<file path="src/inc/region_pkg.sv">
// package: address map, register map and route codes for the region decoder
// Overview of operation
// - below 512KB to main memory, except qualified SMRAM hits with SMRAM disabled
// - 080000h-09FFFFh to memory or PCI, programmable
// - graphics range to PCI; default management memory
// - C0000h-DFFFFh in 16KB segments with attributes
// - four E-segment blocks with read/write enables
// - F-segment single block, read/write enables
// - after reset top BIOS block goes PCI
// - DRAM above 1MB; optional 1MB hole at 15MB
// - high BIOS enabled at reset, to PCI
// - local interrupt controller range left unclaimed
// - sixteen interrupt units at FECx0000h
// - 4GB-64GB claimed, writes dropped, reads zero
// - shadow copy: reads ROM, writes RAM
// - inbound hits on shadowed blocks not snooped
// - SMRAM disabled: qualified accesses to the management range ignored
// - SMRAM enabled: qualified management range goes to DRAM
// - top 20MB below 4GB is PCI memory, except the local interrupt controller range
package region_pkg;
    // ----------------------------------------
    // address map
    // ----------------------------------------
    localparam int          ADDR_W       = 36;
    localparam logic [35:0] DOS_END      = 36'h0_0007_FFFF;
    localparam logic [35:0] ISA_WIN_END  = 36'h0_0009_FFFF;
    localparam logic [35:0] VGA_END      = 36'h0_000B_FFFF;
    localparam logic [35:0] LEGACY_END   = 36'h0_000F_FFFF;
    localparam logic [35:0] HOLE_BASE    = 36'h0_00F0_0000;
    localparam logic [35:0] HOLE_END     = 36'h0_00FF_FFFF;
    localparam logic [35:0] PCI_TOP_BASE = 36'h0_FEC0_0000;
    localparam logic [35:0] LAPIC_BASE   = 36'h0_FEE0_0000;
    localparam logic [35:0] LAPIC_END    = 36'h0_FEE0_1000;
    localparam logic [35:0] HIBIOS_BASE  = 36'h0_FFFE_0000;
    localparam logic [11:0] IOAPIC_TAG   = 12'hFEC;
    localparam int          SMRAM_SH     = 17;
    localparam int          NSEG         = 13;
    localparam int          F_SEG        = 12;
    // ----------------------------------------
    // register map and reset values
    // ----------------------------------------
    localparam logic [7:0]  OFS_RD_EN    = 8'h00;
    localparam logic [7:0]  OFS_WR_EN    = 8'h04;
    localparam logic [7:0]  OFS_CTRL     = 8'h08;
    localparam logic [7:0]  OFS_SMBASE   = 8'h0C;
    localparam logic [7:0]  OFS_TOM      = 8'h10;
    localparam logic [7:0]  OFS_STATUS   = 8'h14;
    localparam int          CTL_ISA_DRAM = 0;
    localparam int          CTL_HOLE_PCI = 1;
    localparam int          CTL_HIBIOS   = 2;
    localparam int          CTL_SMRAM_EN = 3;
    localparam logic [3:0]  CTRL_RST     = 4'h5;
    localparam logic [12:0] ATTR_RST     = 13'h0000;
    localparam logic [14:0] SMBASE_RST   = 15'h0005;
    localparam logic [11:0] TOM_MB_RST   = 12'h040;
    typedef enum logic [1:0] {
        ROUTE_DRAM,
        ROUTE_PCI,
        ROUTE_NONE,
        ROUTE_TERM
    } route_t;
endpackage : region_pkg

</file>
<file path="src/rtl/shadow_attr_lookup.sv">
// module: segment attribute lookup for the C, D, E and F legacy blocks
`timescale 1ns/1ps
`default_nettype none
module shadow_attr_lookup
    import region_pkg::*;
(
    input  wire logic [31:0]     addr_i,
    input  wire logic [NSEG-1:0] read_en_i,
    input  wire logic [NSEG-1:0] write_en_i,
    output logic                 hit_o,
    output logic                 re_o,
    output logic                 we_o
);
    logic [3:0] idx;

    // ----------------------------------------
    // segment select
    // ----------------------------------------
    always_comb begin
        hit_o = (addr_i[31:20] == 12'h000) && (addr_i[19:18] == 2'b11);
        idx   = addr_i[17:14];
        if (idx >= 4'(F_SEG)) begin
            idx = 4'(F_SEG);
        end
        re_o  = hit_o && read_en_i[idx];
        we_o  = hit_o && write_en_i[idx];
    end
endmodule : shadow_attr_lookup
`default_nettype wire

</file>
<file path="src/rtl/host_address_region_decoder.sv">
// module: processor memory request region decoder with wishbone registers
`timescale 1ns/1ps
`default_nettype none
module host_address_region_decoder
    import region_pkg::*;
#(
    parameter logic [11:0] TOM_MB_DEF = TOM_MB_RST
) (
    input  wire logic              clk_i,
    input  wire logic              rst_i,
    input  wire logic              wb_cyc_i,
    input  wire logic              wb_stb_i,
    input  wire logic              wb_we_i,
    input  wire logic [7:0]        wb_adr_i,
    input  wire logic [3:0]        wb_sel_i,
    input  wire logic [31:0]       wb_dat_i,
    output logic [31:0]            wb_dat_o,
    output logic                   wb_ack_o,
    input  wire logic              req_valid_i,
    input  wire logic [ADDR_W-1:0] req_addr_i,
    input  wire logic              req_write_i,
    input  wire logic              mgmt_memory_qualifier_n_i,
    output logic                   route_valid_o,
    output logic                   route_dram_o,
    output logic                   route_pci_o,
    output logic                   route_none_o,
    output logic                   route_term_o,
    output logic                   read_zero_o,
    output logic                   ioapic_hit_o,
    output logic [3:0]             ioapic_unit_o,
    input  wire logic              inb_valid_i,
    input  wire logic [31:0]       inb_addr_i,
    input  wire logic              inb_write_i,
    output logic                   inb_done_o,
    output logic                   inb_snoop_o
);
    // ----------------------------------------
    // registers
    // ----------------------------------------
    logic [NSEG-1:0]   attr_re;
    logic [NSEG-1:0]   attr_we;
    logic [3:0]        ctrl;
    logic [14:0]       smbase;
    logic [11:0]       tom_mb;
    logic [15:0]       term_count;
    route_t            last_route;
    logic              pend;
    logic [ADDR_W-1:0] req_addr;
    logic              req_write;
    logic              lk_hit;
    logic              lk_re;
    logic              lk_we;
    logic              ib_hit;
    logic              ib_re;
    logic              ib_we;
    logic              smm_qual;
    logic              in_smram;
    logic              above_4g;
    logic              in_lapic;
    logic              is_ioapic;
    logic              inb_shadow;
    logic              wb_req;
    route_t            next_route;
    logic [31:0]       rd_mux;

    function automatic logic [31:0] merge(input logic [31:0] old,
                                          input logic [31:0] nw,
                                          input logic [3:0]  sel);
        logic [31:0] r;
        r = old;
        for (int i = 0; i < 4; i++) begin
            if (sel[i]) begin
                r[i*8 +: 8] = nw[i*8 +: 8];
            end
        end
        return r;
    endfunction : merge

    assign wb_req = wb_cyc_i && wb_stb_i && !wb_ack_o;

    // ----------------------------------------
    // wishbone slave
    // ----------------------------------------
    always_ff @(posedge clk_i) begin
        if (rst_i) begin
            wb_ack_o <= 1'b0;
        end else begin
            wb_ack_o <= wb_req;
        end
    end

    always_ff @(posedge clk_i) begin
        if (rst_i) begin
            attr_re <= ATTR_RST;
            attr_we <= ATTR_RST;
            ctrl    <= CTRL_RST;
            smbase  <= SMBASE_RST;
            tom_mb  <= TOM_MB_DEF;
        end else if (wb_req && wb_we_i) begin
            unique case (wb_adr_i)
                OFS_RD_EN: attr_re <= NSEG'(merge(32'(attr_re), wb_dat_i, wb_sel_i));
                OFS_WR_EN: attr_we <= NSEG'(merge(32'(attr_we), wb_dat_i, wb_sel_i));
                OFS_CTRL: ctrl <= 4'(merge(32'(ctrl), wb_dat_i, wb_sel_i));
                OFS_SMBASE: smbase <= 15'(merge(32'(smbase), wb_dat_i, wb_sel_i));
                OFS_TOM: tom_mb <= 12'(merge(32'(tom_mb), wb_dat_i, wb_sel_i));
                default: begin
                end
            endcase
        end
    end

    always_comb begin
        unique case (wb_adr_i)
            OFS_RD_EN: rd_mux = 32'(attr_re);
            OFS_WR_EN: rd_mux = 32'(attr_we);
            OFS_CTRL: rd_mux = 32'(ctrl);
            OFS_SMBASE: rd_mux = 32'(smbase);
            OFS_TOM: rd_mux = 32'(tom_mb);
            OFS_STATUS: rd_mux = {term_count, 14'h0000, last_route};
            default: rd_mux = 32'h0000_0000;
        endcase
    end

    always_ff @(posedge clk_i) begin
        if (rst_i) begin
            wb_dat_o <= 32'h0000_0000;
        end else if (wb_req && !wb_we_i) begin
            wb_dat_o <= rd_mux;
        end
    end

    // ----------------------------------------
    // request phase capture
    // ----------------------------------------
    always_ff @(posedge clk_i) begin
        if (rst_i) begin
            pend      <= 1'b0;
            req_addr  <= '0;
            req_write <= 1'b0;
        end else if (req_valid_i && !pend) begin
            pend      <= 1'b1;
            req_addr  <= req_addr_i;
            req_write <= req_write_i;
        end else begin
            pend      <= 1'b0;
        end
    end

    shadow_attr_lookup u_cpu_lookup (
        .addr_i     (req_addr[31:0]),
        .read_en_i  (attr_re),
        .write_en_i (attr_we),
        .hit_o      (lk_hit),
        .re_o       (lk_re),
        .we_o       (lk_we)
    );

    shadow_attr_lookup u_inb_lookup (
        .addr_i     (inb_addr_i),
        .read_en_i  (attr_re),
        .write_en_i (attr_we),
        .hit_o      (ib_hit),
        .re_o       (ib_re),
        .we_o       (ib_we)
    );

    // ----------------------------------------
    // region decode
    // ----------------------------------------
    assign smm_qual  = pend && !mgmt_memory_qualifier_n_i;
    assign in_smram  = (req_addr[ADDR_W-1:SMRAM_SH] == 19'(smbase));
    assign above_4g  = (req_addr[ADDR_W-1:32] != 4'h0);
    assign in_lapic  = (req_addr >= LAPIC_BASE) && (req_addr <= LAPIC_END);
    assign is_ioapic = !above_4g && (req_addr[31:20] == IOAPIC_TAG);

    always_comb begin
        if (above_4g) begin
            next_route = ROUTE_TERM;
        end else if (smm_qual && in_smram) begin
            next_route = ctrl[CTL_SMRAM_EN] ? ROUTE_DRAM : ROUTE_NONE;
        end else if (in_lapic) begin
            next_route = ROUTE_NONE;
        end else if (req_addr >= HIBIOS_BASE) begin
            next_route = ctrl[CTL_HIBIOS] ? ROUTE_PCI : ROUTE_NONE;
        end else if (req_addr >= PCI_TOP_BASE) begin
            next_route = ROUTE_PCI;
        end else if (req_addr <= DOS_END) begin
            next_route = ROUTE_DRAM;
        end else if (req_addr <= ISA_WIN_END) begin
            next_route = ctrl[CTL_ISA_DRAM] ? ROUTE_DRAM : ROUTE_PCI;
        end else if (req_addr <= VGA_END) begin
            next_route = ROUTE_PCI;
        end else if (lk_hit) begin
            if (req_write ? lk_we : lk_re) begin
                next_route = ROUTE_DRAM;
            end else begin
                next_route = ROUTE_PCI;
            end
        end else if (req_addr >= HOLE_BASE && req_addr <= HOLE_END && ctrl[CTL_HOLE_PCI]) begin
            next_route = ROUTE_PCI;
        end else if (req_addr[31:20] < tom_mb) begin
            next_route = ROUTE_DRAM;
        end else begin
            next_route = ROUTE_PCI;
        end
    end

    // ----------------------------------------
    // answer registers
    // ----------------------------------------
    always_ff @(posedge clk_i) begin
        if (rst_i) begin
            route_valid_o <= 1'b0;
            route_dram_o  <= 1'b0;
            route_pci_o   <= 1'b0;
            route_none_o  <= 1'b0;
            route_term_o  <= 1'b0;
            read_zero_o   <= 1'b0;
            ioapic_hit_o  <= 1'b0;
            ioapic_unit_o <= 4'h0;
        end else begin
            route_valid_o <= pend;
            route_dram_o  <= pend && (next_route == ROUTE_DRAM);
            route_pci_o   <= pend && (next_route == ROUTE_PCI);
            route_none_o  <= pend && (next_route == ROUTE_NONE);
            route_term_o  <= pend && (next_route == ROUTE_TERM);
            read_zero_o   <= pend && (next_route == ROUTE_TERM) && !req_write;
            ioapic_hit_o  <= pend && is_ioapic && (next_route == ROUTE_PCI);
            ioapic_unit_o <= pend ? req_addr[19:16] : 4'h0;
        end
    end

    always_ff @(posedge clk_i) begin
        if (rst_i) begin
            last_route <= ROUTE_PCI;
            term_count <= 16'h0000;
        end else if (pend) begin
            last_route <= next_route;
            if (next_route == ROUTE_TERM) begin
                term_count <= term_count + 16'h0001;
            end
        end
    end

    // ----------------------------------------
    // inbound snoop filter
    // ----------------------------------------
    assign inb_shadow = ib_hit && (inb_write_i ? ib_we : ib_re);

    always_ff @(posedge clk_i) begin
        if (rst_i) begin
            inb_done_o  <= 1'b0;
            inb_snoop_o <= 1'b0;
        end else begin
            inb_done_o  <= inb_valid_i;
            inb_snoop_o <= inb_valid_i && !inb_shadow;
        end
    end
endmodule : host_address_region_decoder
`default_nettype wire

</file>
<file path="config.mk">
export PLATFORM = sky130hd
export DESIGN_NAME = host_address_region_decoder
export DESIGN_NICKNAME = d
export VERILOG_FILES = /design/src/inc/region_pkg.sv /design/src/rtl/shadow_attr_lookup.sv /design/src/rtl/host_address_region_decoder.sv
export SDC_FILE = /design/constraint.sdc
export NUM_CORES = 1
export LEC_CHECK = 0
export ABC_AREA = 1
export BUFFER_PORTS_ARGS = -buffer_cell sky130_fd_sc_hd__buf_2
export CAP_MARGIN = 25
export CORE_MARGIN = 1
export CORE_UTILIZATION = 47
export DETAILED_ROUTE_END_ITERATION = 7
export PLACE_DENSITY_LB_ADDON = 0.05
export SYNTH_ARGS = -nofsm -noshare
export SYNTH_HDL_FRONTEND = slang
export SYNTH_SLANG_ARGS = --single-unit
</file>
<file path="constraint.sdc">
create_clock -name clk_i -period 4.2 [get_ports clk_i]
set_input_delay 0.84 -clock clk_i [delete_from_list [all_inputs] [get_ports clk_i]]
set_output_delay 0.84 -clock clk_i [all_outputs]
set_load 0.05 [all_outputs]
</file>
==> out/results.env <==
RESULT_OF_THE_RUN='complete, no violations'
TRITONCTS_CLOCK_TREE='done'
MAX_CLOCK_BUF_DEPTH=2
RSZ0062_AT_GRT='no'
DIE-HEIGHT_UM=127
FIRST_GLOBAL_VIAS=6354
DESIGN.CORE.AREA_UM2=15300
DIE_W_UM=127
SYNTH_TOP_FAMILY_BY_AREA='simple AND/OR/NAND/NOR gates'
DETAIL_ROUTE.ITER0.VIOLATIONS=498
POST_CTS_BUFFERS=0
NUM_VIAS=7192
SETUP_VIOL=0
CP-START-KIND='input port'
DRC_ERRORS=0
NUM_IO_PINS=168
FIN_WORST_SKEW_NS=0.00723
FIRSTDRTPASSITERS=6
SYNTH-MAIN-FF-CELL='sky130_fd_sc_hd__dfxtp_1'
SYNTH_SIMPLE_GATE_AREA_SHARE=0.233
POWER_REPORT.INTERNAL_TOTAL_mW=2.64
CTS_BUFFERS=17
HPWL_UM=14900
POWER.SWITCHING_FRACTION=0.252
VIAS_PER_CELL=5.31
SYNTH_MUX_AREA_FRAC=0
DETAIL_ROUTE.WIRELENGTH_UM=20300
IRDROPWORSTVDD_mV=0.311
NETLIST-CELL-TYPE-COUNT=45
POST_SYNTH.CELL_AREA_AVG_UM2=7.25
KIND_OF_CAPTURE_POINT_OF_THE_WORST_SETUP_PATH='flop'
SWITCHING_COMPONENT_OF_THE_POWER_mW=0.890
HIGHEST_FANOUT_SEEN_ON_THE_CRITICAL_PATH=16
CLOCK_POWER_SHARE=0.451
TIGHTESTPINTRANSITION_NS=0.975
SYNTH-COMPOUND-AREA-SHARE=0.222
LIBRARY_CELL_USED_AS_CLOCK_ROOT_BUFFER='sky130_fd_sc_hd__clkbuf_16'
SYNTH-SEQ-AREA-SHARE=0.429
CLKLATENCYLATEPIN_NS=0.42
HOLD_VIOL_FINAL=0
PORT_BUFFERS=133
CLKSLEWWORSTSETUPHOLDPATHS_NS=0.06
CTS.HOLD.BUFFERS_ADDED=0
REL_SLEW_SLACK=0.348
GRT_MAX_DEGREE=64
CRITPATHKIND='in2reg'
AREA_GROWTH_SYN_TO_LAYOUT_PCT=18.9
FINAL.SETUP.TNS_NS=0
NUMCLOCKSINKS=158
POST-ROUTE-UTIL=0.575
FINAL_DESIGN_AREA_NO_FILL_UM2=8770
NUM-NETS-FINAL=1265
SYNTH_ENABLE_FLOP_CELLS=0
MAXCAPVIOLATIONS=0
FINALCRITPERIODSHARE=0.624
SYNTHCELLS=1016
ROUTE.DETAILED.WL_PER_INST_UM=15.0
CLOCK_TREE.HTREE_LEVEL_COUNT=4
SYN_NETS=1150
SYNTHESIZED_CELL_AREA_UM2=7370
FLOORPLAN.ROWS=45
POSTSYNTH.ASYNCRESETSHARE=0
ROUTE.ANTENNA.REMAINING_NETS=0
HOLDCRITPATHCLASS='reg2reg'
POWER_DENSITY_nW_PER_UM2=403
POWER_TOTAL_mW=3.53
GRT_PASS1_WL_UM=32300
COMBINATIONALPOWERSHARE=0.103
MAX_FREQ_MHz=381
CTS_RESIZED=0
YOSYS_WARNINGS=0
AREA_OF_THE_DIE_UM2=16200
POWER_FRAC_SEQ=0.446
FRACTION_OF_LAYOUT_CELLS_WITH_A_SIZE_SUFFIX_ABOVE_1=0.178
LEAKAGEPOWER_nW=3.62
LAYOUT_MIN_CYCLE_TIME_NS=2.62
GP_CONGESTION=0.943
GRT_OVERFLOW_TOTAL=0
PLACED_CELL_AREA_UM2=8160
SYNTH_ADDER_AREA_SHARE=0.0204
SYNTH_XOR_AREA_FRAC=0.00713
INITIAL_CORE_UTIL=0.483
SYNTH.FF_LATCH_COUNT=158
INITIAL_ANTENNA_VIOLATION_COUNT=1
GROUTE.USAGE.OVERALL=0.256
CP_ARRIVAL_NS=2.95
MAXSLEWVIOLCOUNT=0
FILLERINSTANCES=1525
WORSTPATHREQUIRED_NS=4.53
synth_stat cells (12+ instances only):
cell type | number | area share
sky130_fd_sc_hd__nand2_1 | 148 | 0.075
sky130_fd_sc_hd__nor3_1 | 17 | 0.012
sky130_fd_sc_hd__nor2_1 | 100 | 0.051
sky130_fd_sc_hd__a21oi_1 | 117 | 0.079
sky130_fd_sc_hd__nand3_1 | 50 | 0.034
sky130_fd_sc_hd__ha_1 | 12 | 0.020
sky130_fd_sc_hd__a211oi_1 | 24 | 0.024
sky130_fd_sc_hd__inv_1 | 117 | 0.060
sky130_fd_sc_hd__nand4_1 | 14 | 0.012
sky130_fd_sc_hd__dfxtp_1 | 158 | 0.43
sky130_fd_sc_hd__o21ai_0 | 123 | 0.084
sky130_fd_sc_hd__clkbuf_1 | 28 | 0.014
placed cells by master, fill, tap and decap left out, drive strengths merged, types with 2 or more instances in the layout:
| cell type | Yosys | final |
|---|---|---|
| dfxtp | 158 | 158 |
| nand2 | 154 | 154 |
| buf | 12 | 136 |
| o21ai | 124 | 124 |
| inv | 122 | 123 |
| a21oi | 117 | 117 |
| nor2 | 113 | 113 |
| nand3 | 54 | 54 |
| a211oi | 24 | 24 |
| clkbuf | 28 | 22 |
| nor3 | 19 | 19 |
| nand4 | 15 | 15 |
| ha | 12 | 12 |
| nor4 | 10 | 10 |
| o22ai | 10 | 10 |
| o211ai | 9 | 9 |
| xnor2 | 6 | 6 |
| clkinv | 1 | 6 |
| a221oi | 4 | 4 |
| or2 | 4 | 4 |
| and3 | 3 | 3 |
| bufinv | 0 | 3 |
| nor3b | 3 | 3 |
| o31ai | 2 | 2 |
| o2111ai | 2 | 2 |
| o221ai | 2 | 2 |
| o21a | 2 | 2 |
kinds of logic after synthesis:
group / count (synthesis)
AND/OR/NAND/NOR: 377
adder cells (fa/ha/maj): 12
AO/OA/AOI/OAI: 299
buffers and inverters: 163
flip-flops: 158
other: 1
XOR/XNOR: 6
path summary, 6_finish.rpt:
check / from / endpoint / slack, ns / cells after the start
max: wb_adr_i[5] / attr_we[6]$_SDFFE_PP0P_ / 1.58 / 8
min: req_addr[8]$_SDFFE_PP0P_ / req_addr[8]$_SDFFE_PP0P_ / 0.45 / 2
max reg2reg: wb_ack_o$_SDFF_PP0_ / wb_dat_o[14]$_SDFFE_PP0P_ / 1.95 / 8
min reg2reg: req_addr[8]$_SDFFE_PP0P_ / req_addr[8]$_SDFFE_PP0P_ / 0.45 / 2
worst max-delay path, cell delays in order:
cell and delay [ns]:
sky130_fd_sc_hd__buf_2 0.10, sky130_fd_sc_hd__nor3_1 0.19, sky130_fd_sc_hd__inv_1 0.11, sky130_fd_sc_hd__nor2_4 0.35
sky130_fd_sc_hd__nand4_2 0.46, sky130_fd_sc_hd__nor2_2 0.62, sky130_fd_sc_hd__nor2_1 0.08, sky130_fd_sc_hd__a211oi_1 0.19
flip-flops by register name, summed over array words and instances, names as in the netlist, 2 cells and up:
register and count:
smbase 15, ctrl 4, last_route 2, wb_dat_o 31
attr_re 13, req_addr 36, tom_mb 12, ioapic_unit_o 4
term_count 16, attr_we 13
per-layer routing:
metal | up-vias | global-route usage | wire length, um
li1 | 3664 | - | -
met1 | 3249 | 0.333 | 9160
met2 | 245 | 0.422 | 9410
met3 | 34 | 0.0473 | 1290
met4 | 0 | 0.0973 | 469
met5 | - | 0 | 0
power groups by stage:
stage | Clock, mW | Sequential (mW) | Combinational, mW
after CTS | 1.61 | 1.58 | 0.364
after floorplan | 0 | 1.64 | 0.206
after global routing | 1.68 | 1.58 | 0.406
final | 1.59 | 1.58 | 0.364
after global placement | 0 | 1.61 | 0.361
after detailed placement | 0 | 1.61 | 0.363
stage by stage:
step	std cells	hold WS (ns)	setup WS [ns]
after floorplan	1016	0.424	2.08
after global placement	1323	0.435	1.22
after detailed placement	1323	0.440	1.20
after CTS	1354	0.451	1.66
after global routing	1355	0.487	1.36
final	1355	0.448	1.58
cell type report:
cell class | count | area (um2) | area share
Antenna cell | 1 | 2.50 | 0.000285
Clock buffer | 22 | 474 | 0.0541
Clock inverter | 9 | 135 | 0.0154
Inverter | 123 | 462 | 0.0527
Multi-Input combinational cell | 695 | 3570 | 0.407
Sequential cell | 158 | 3160 | 0.361
Tap cell | 211 | 264 | 0.0301
Timing Repair Buffer | 136 | 701 | 0.0799
Power figures use the tool's default switching activity.
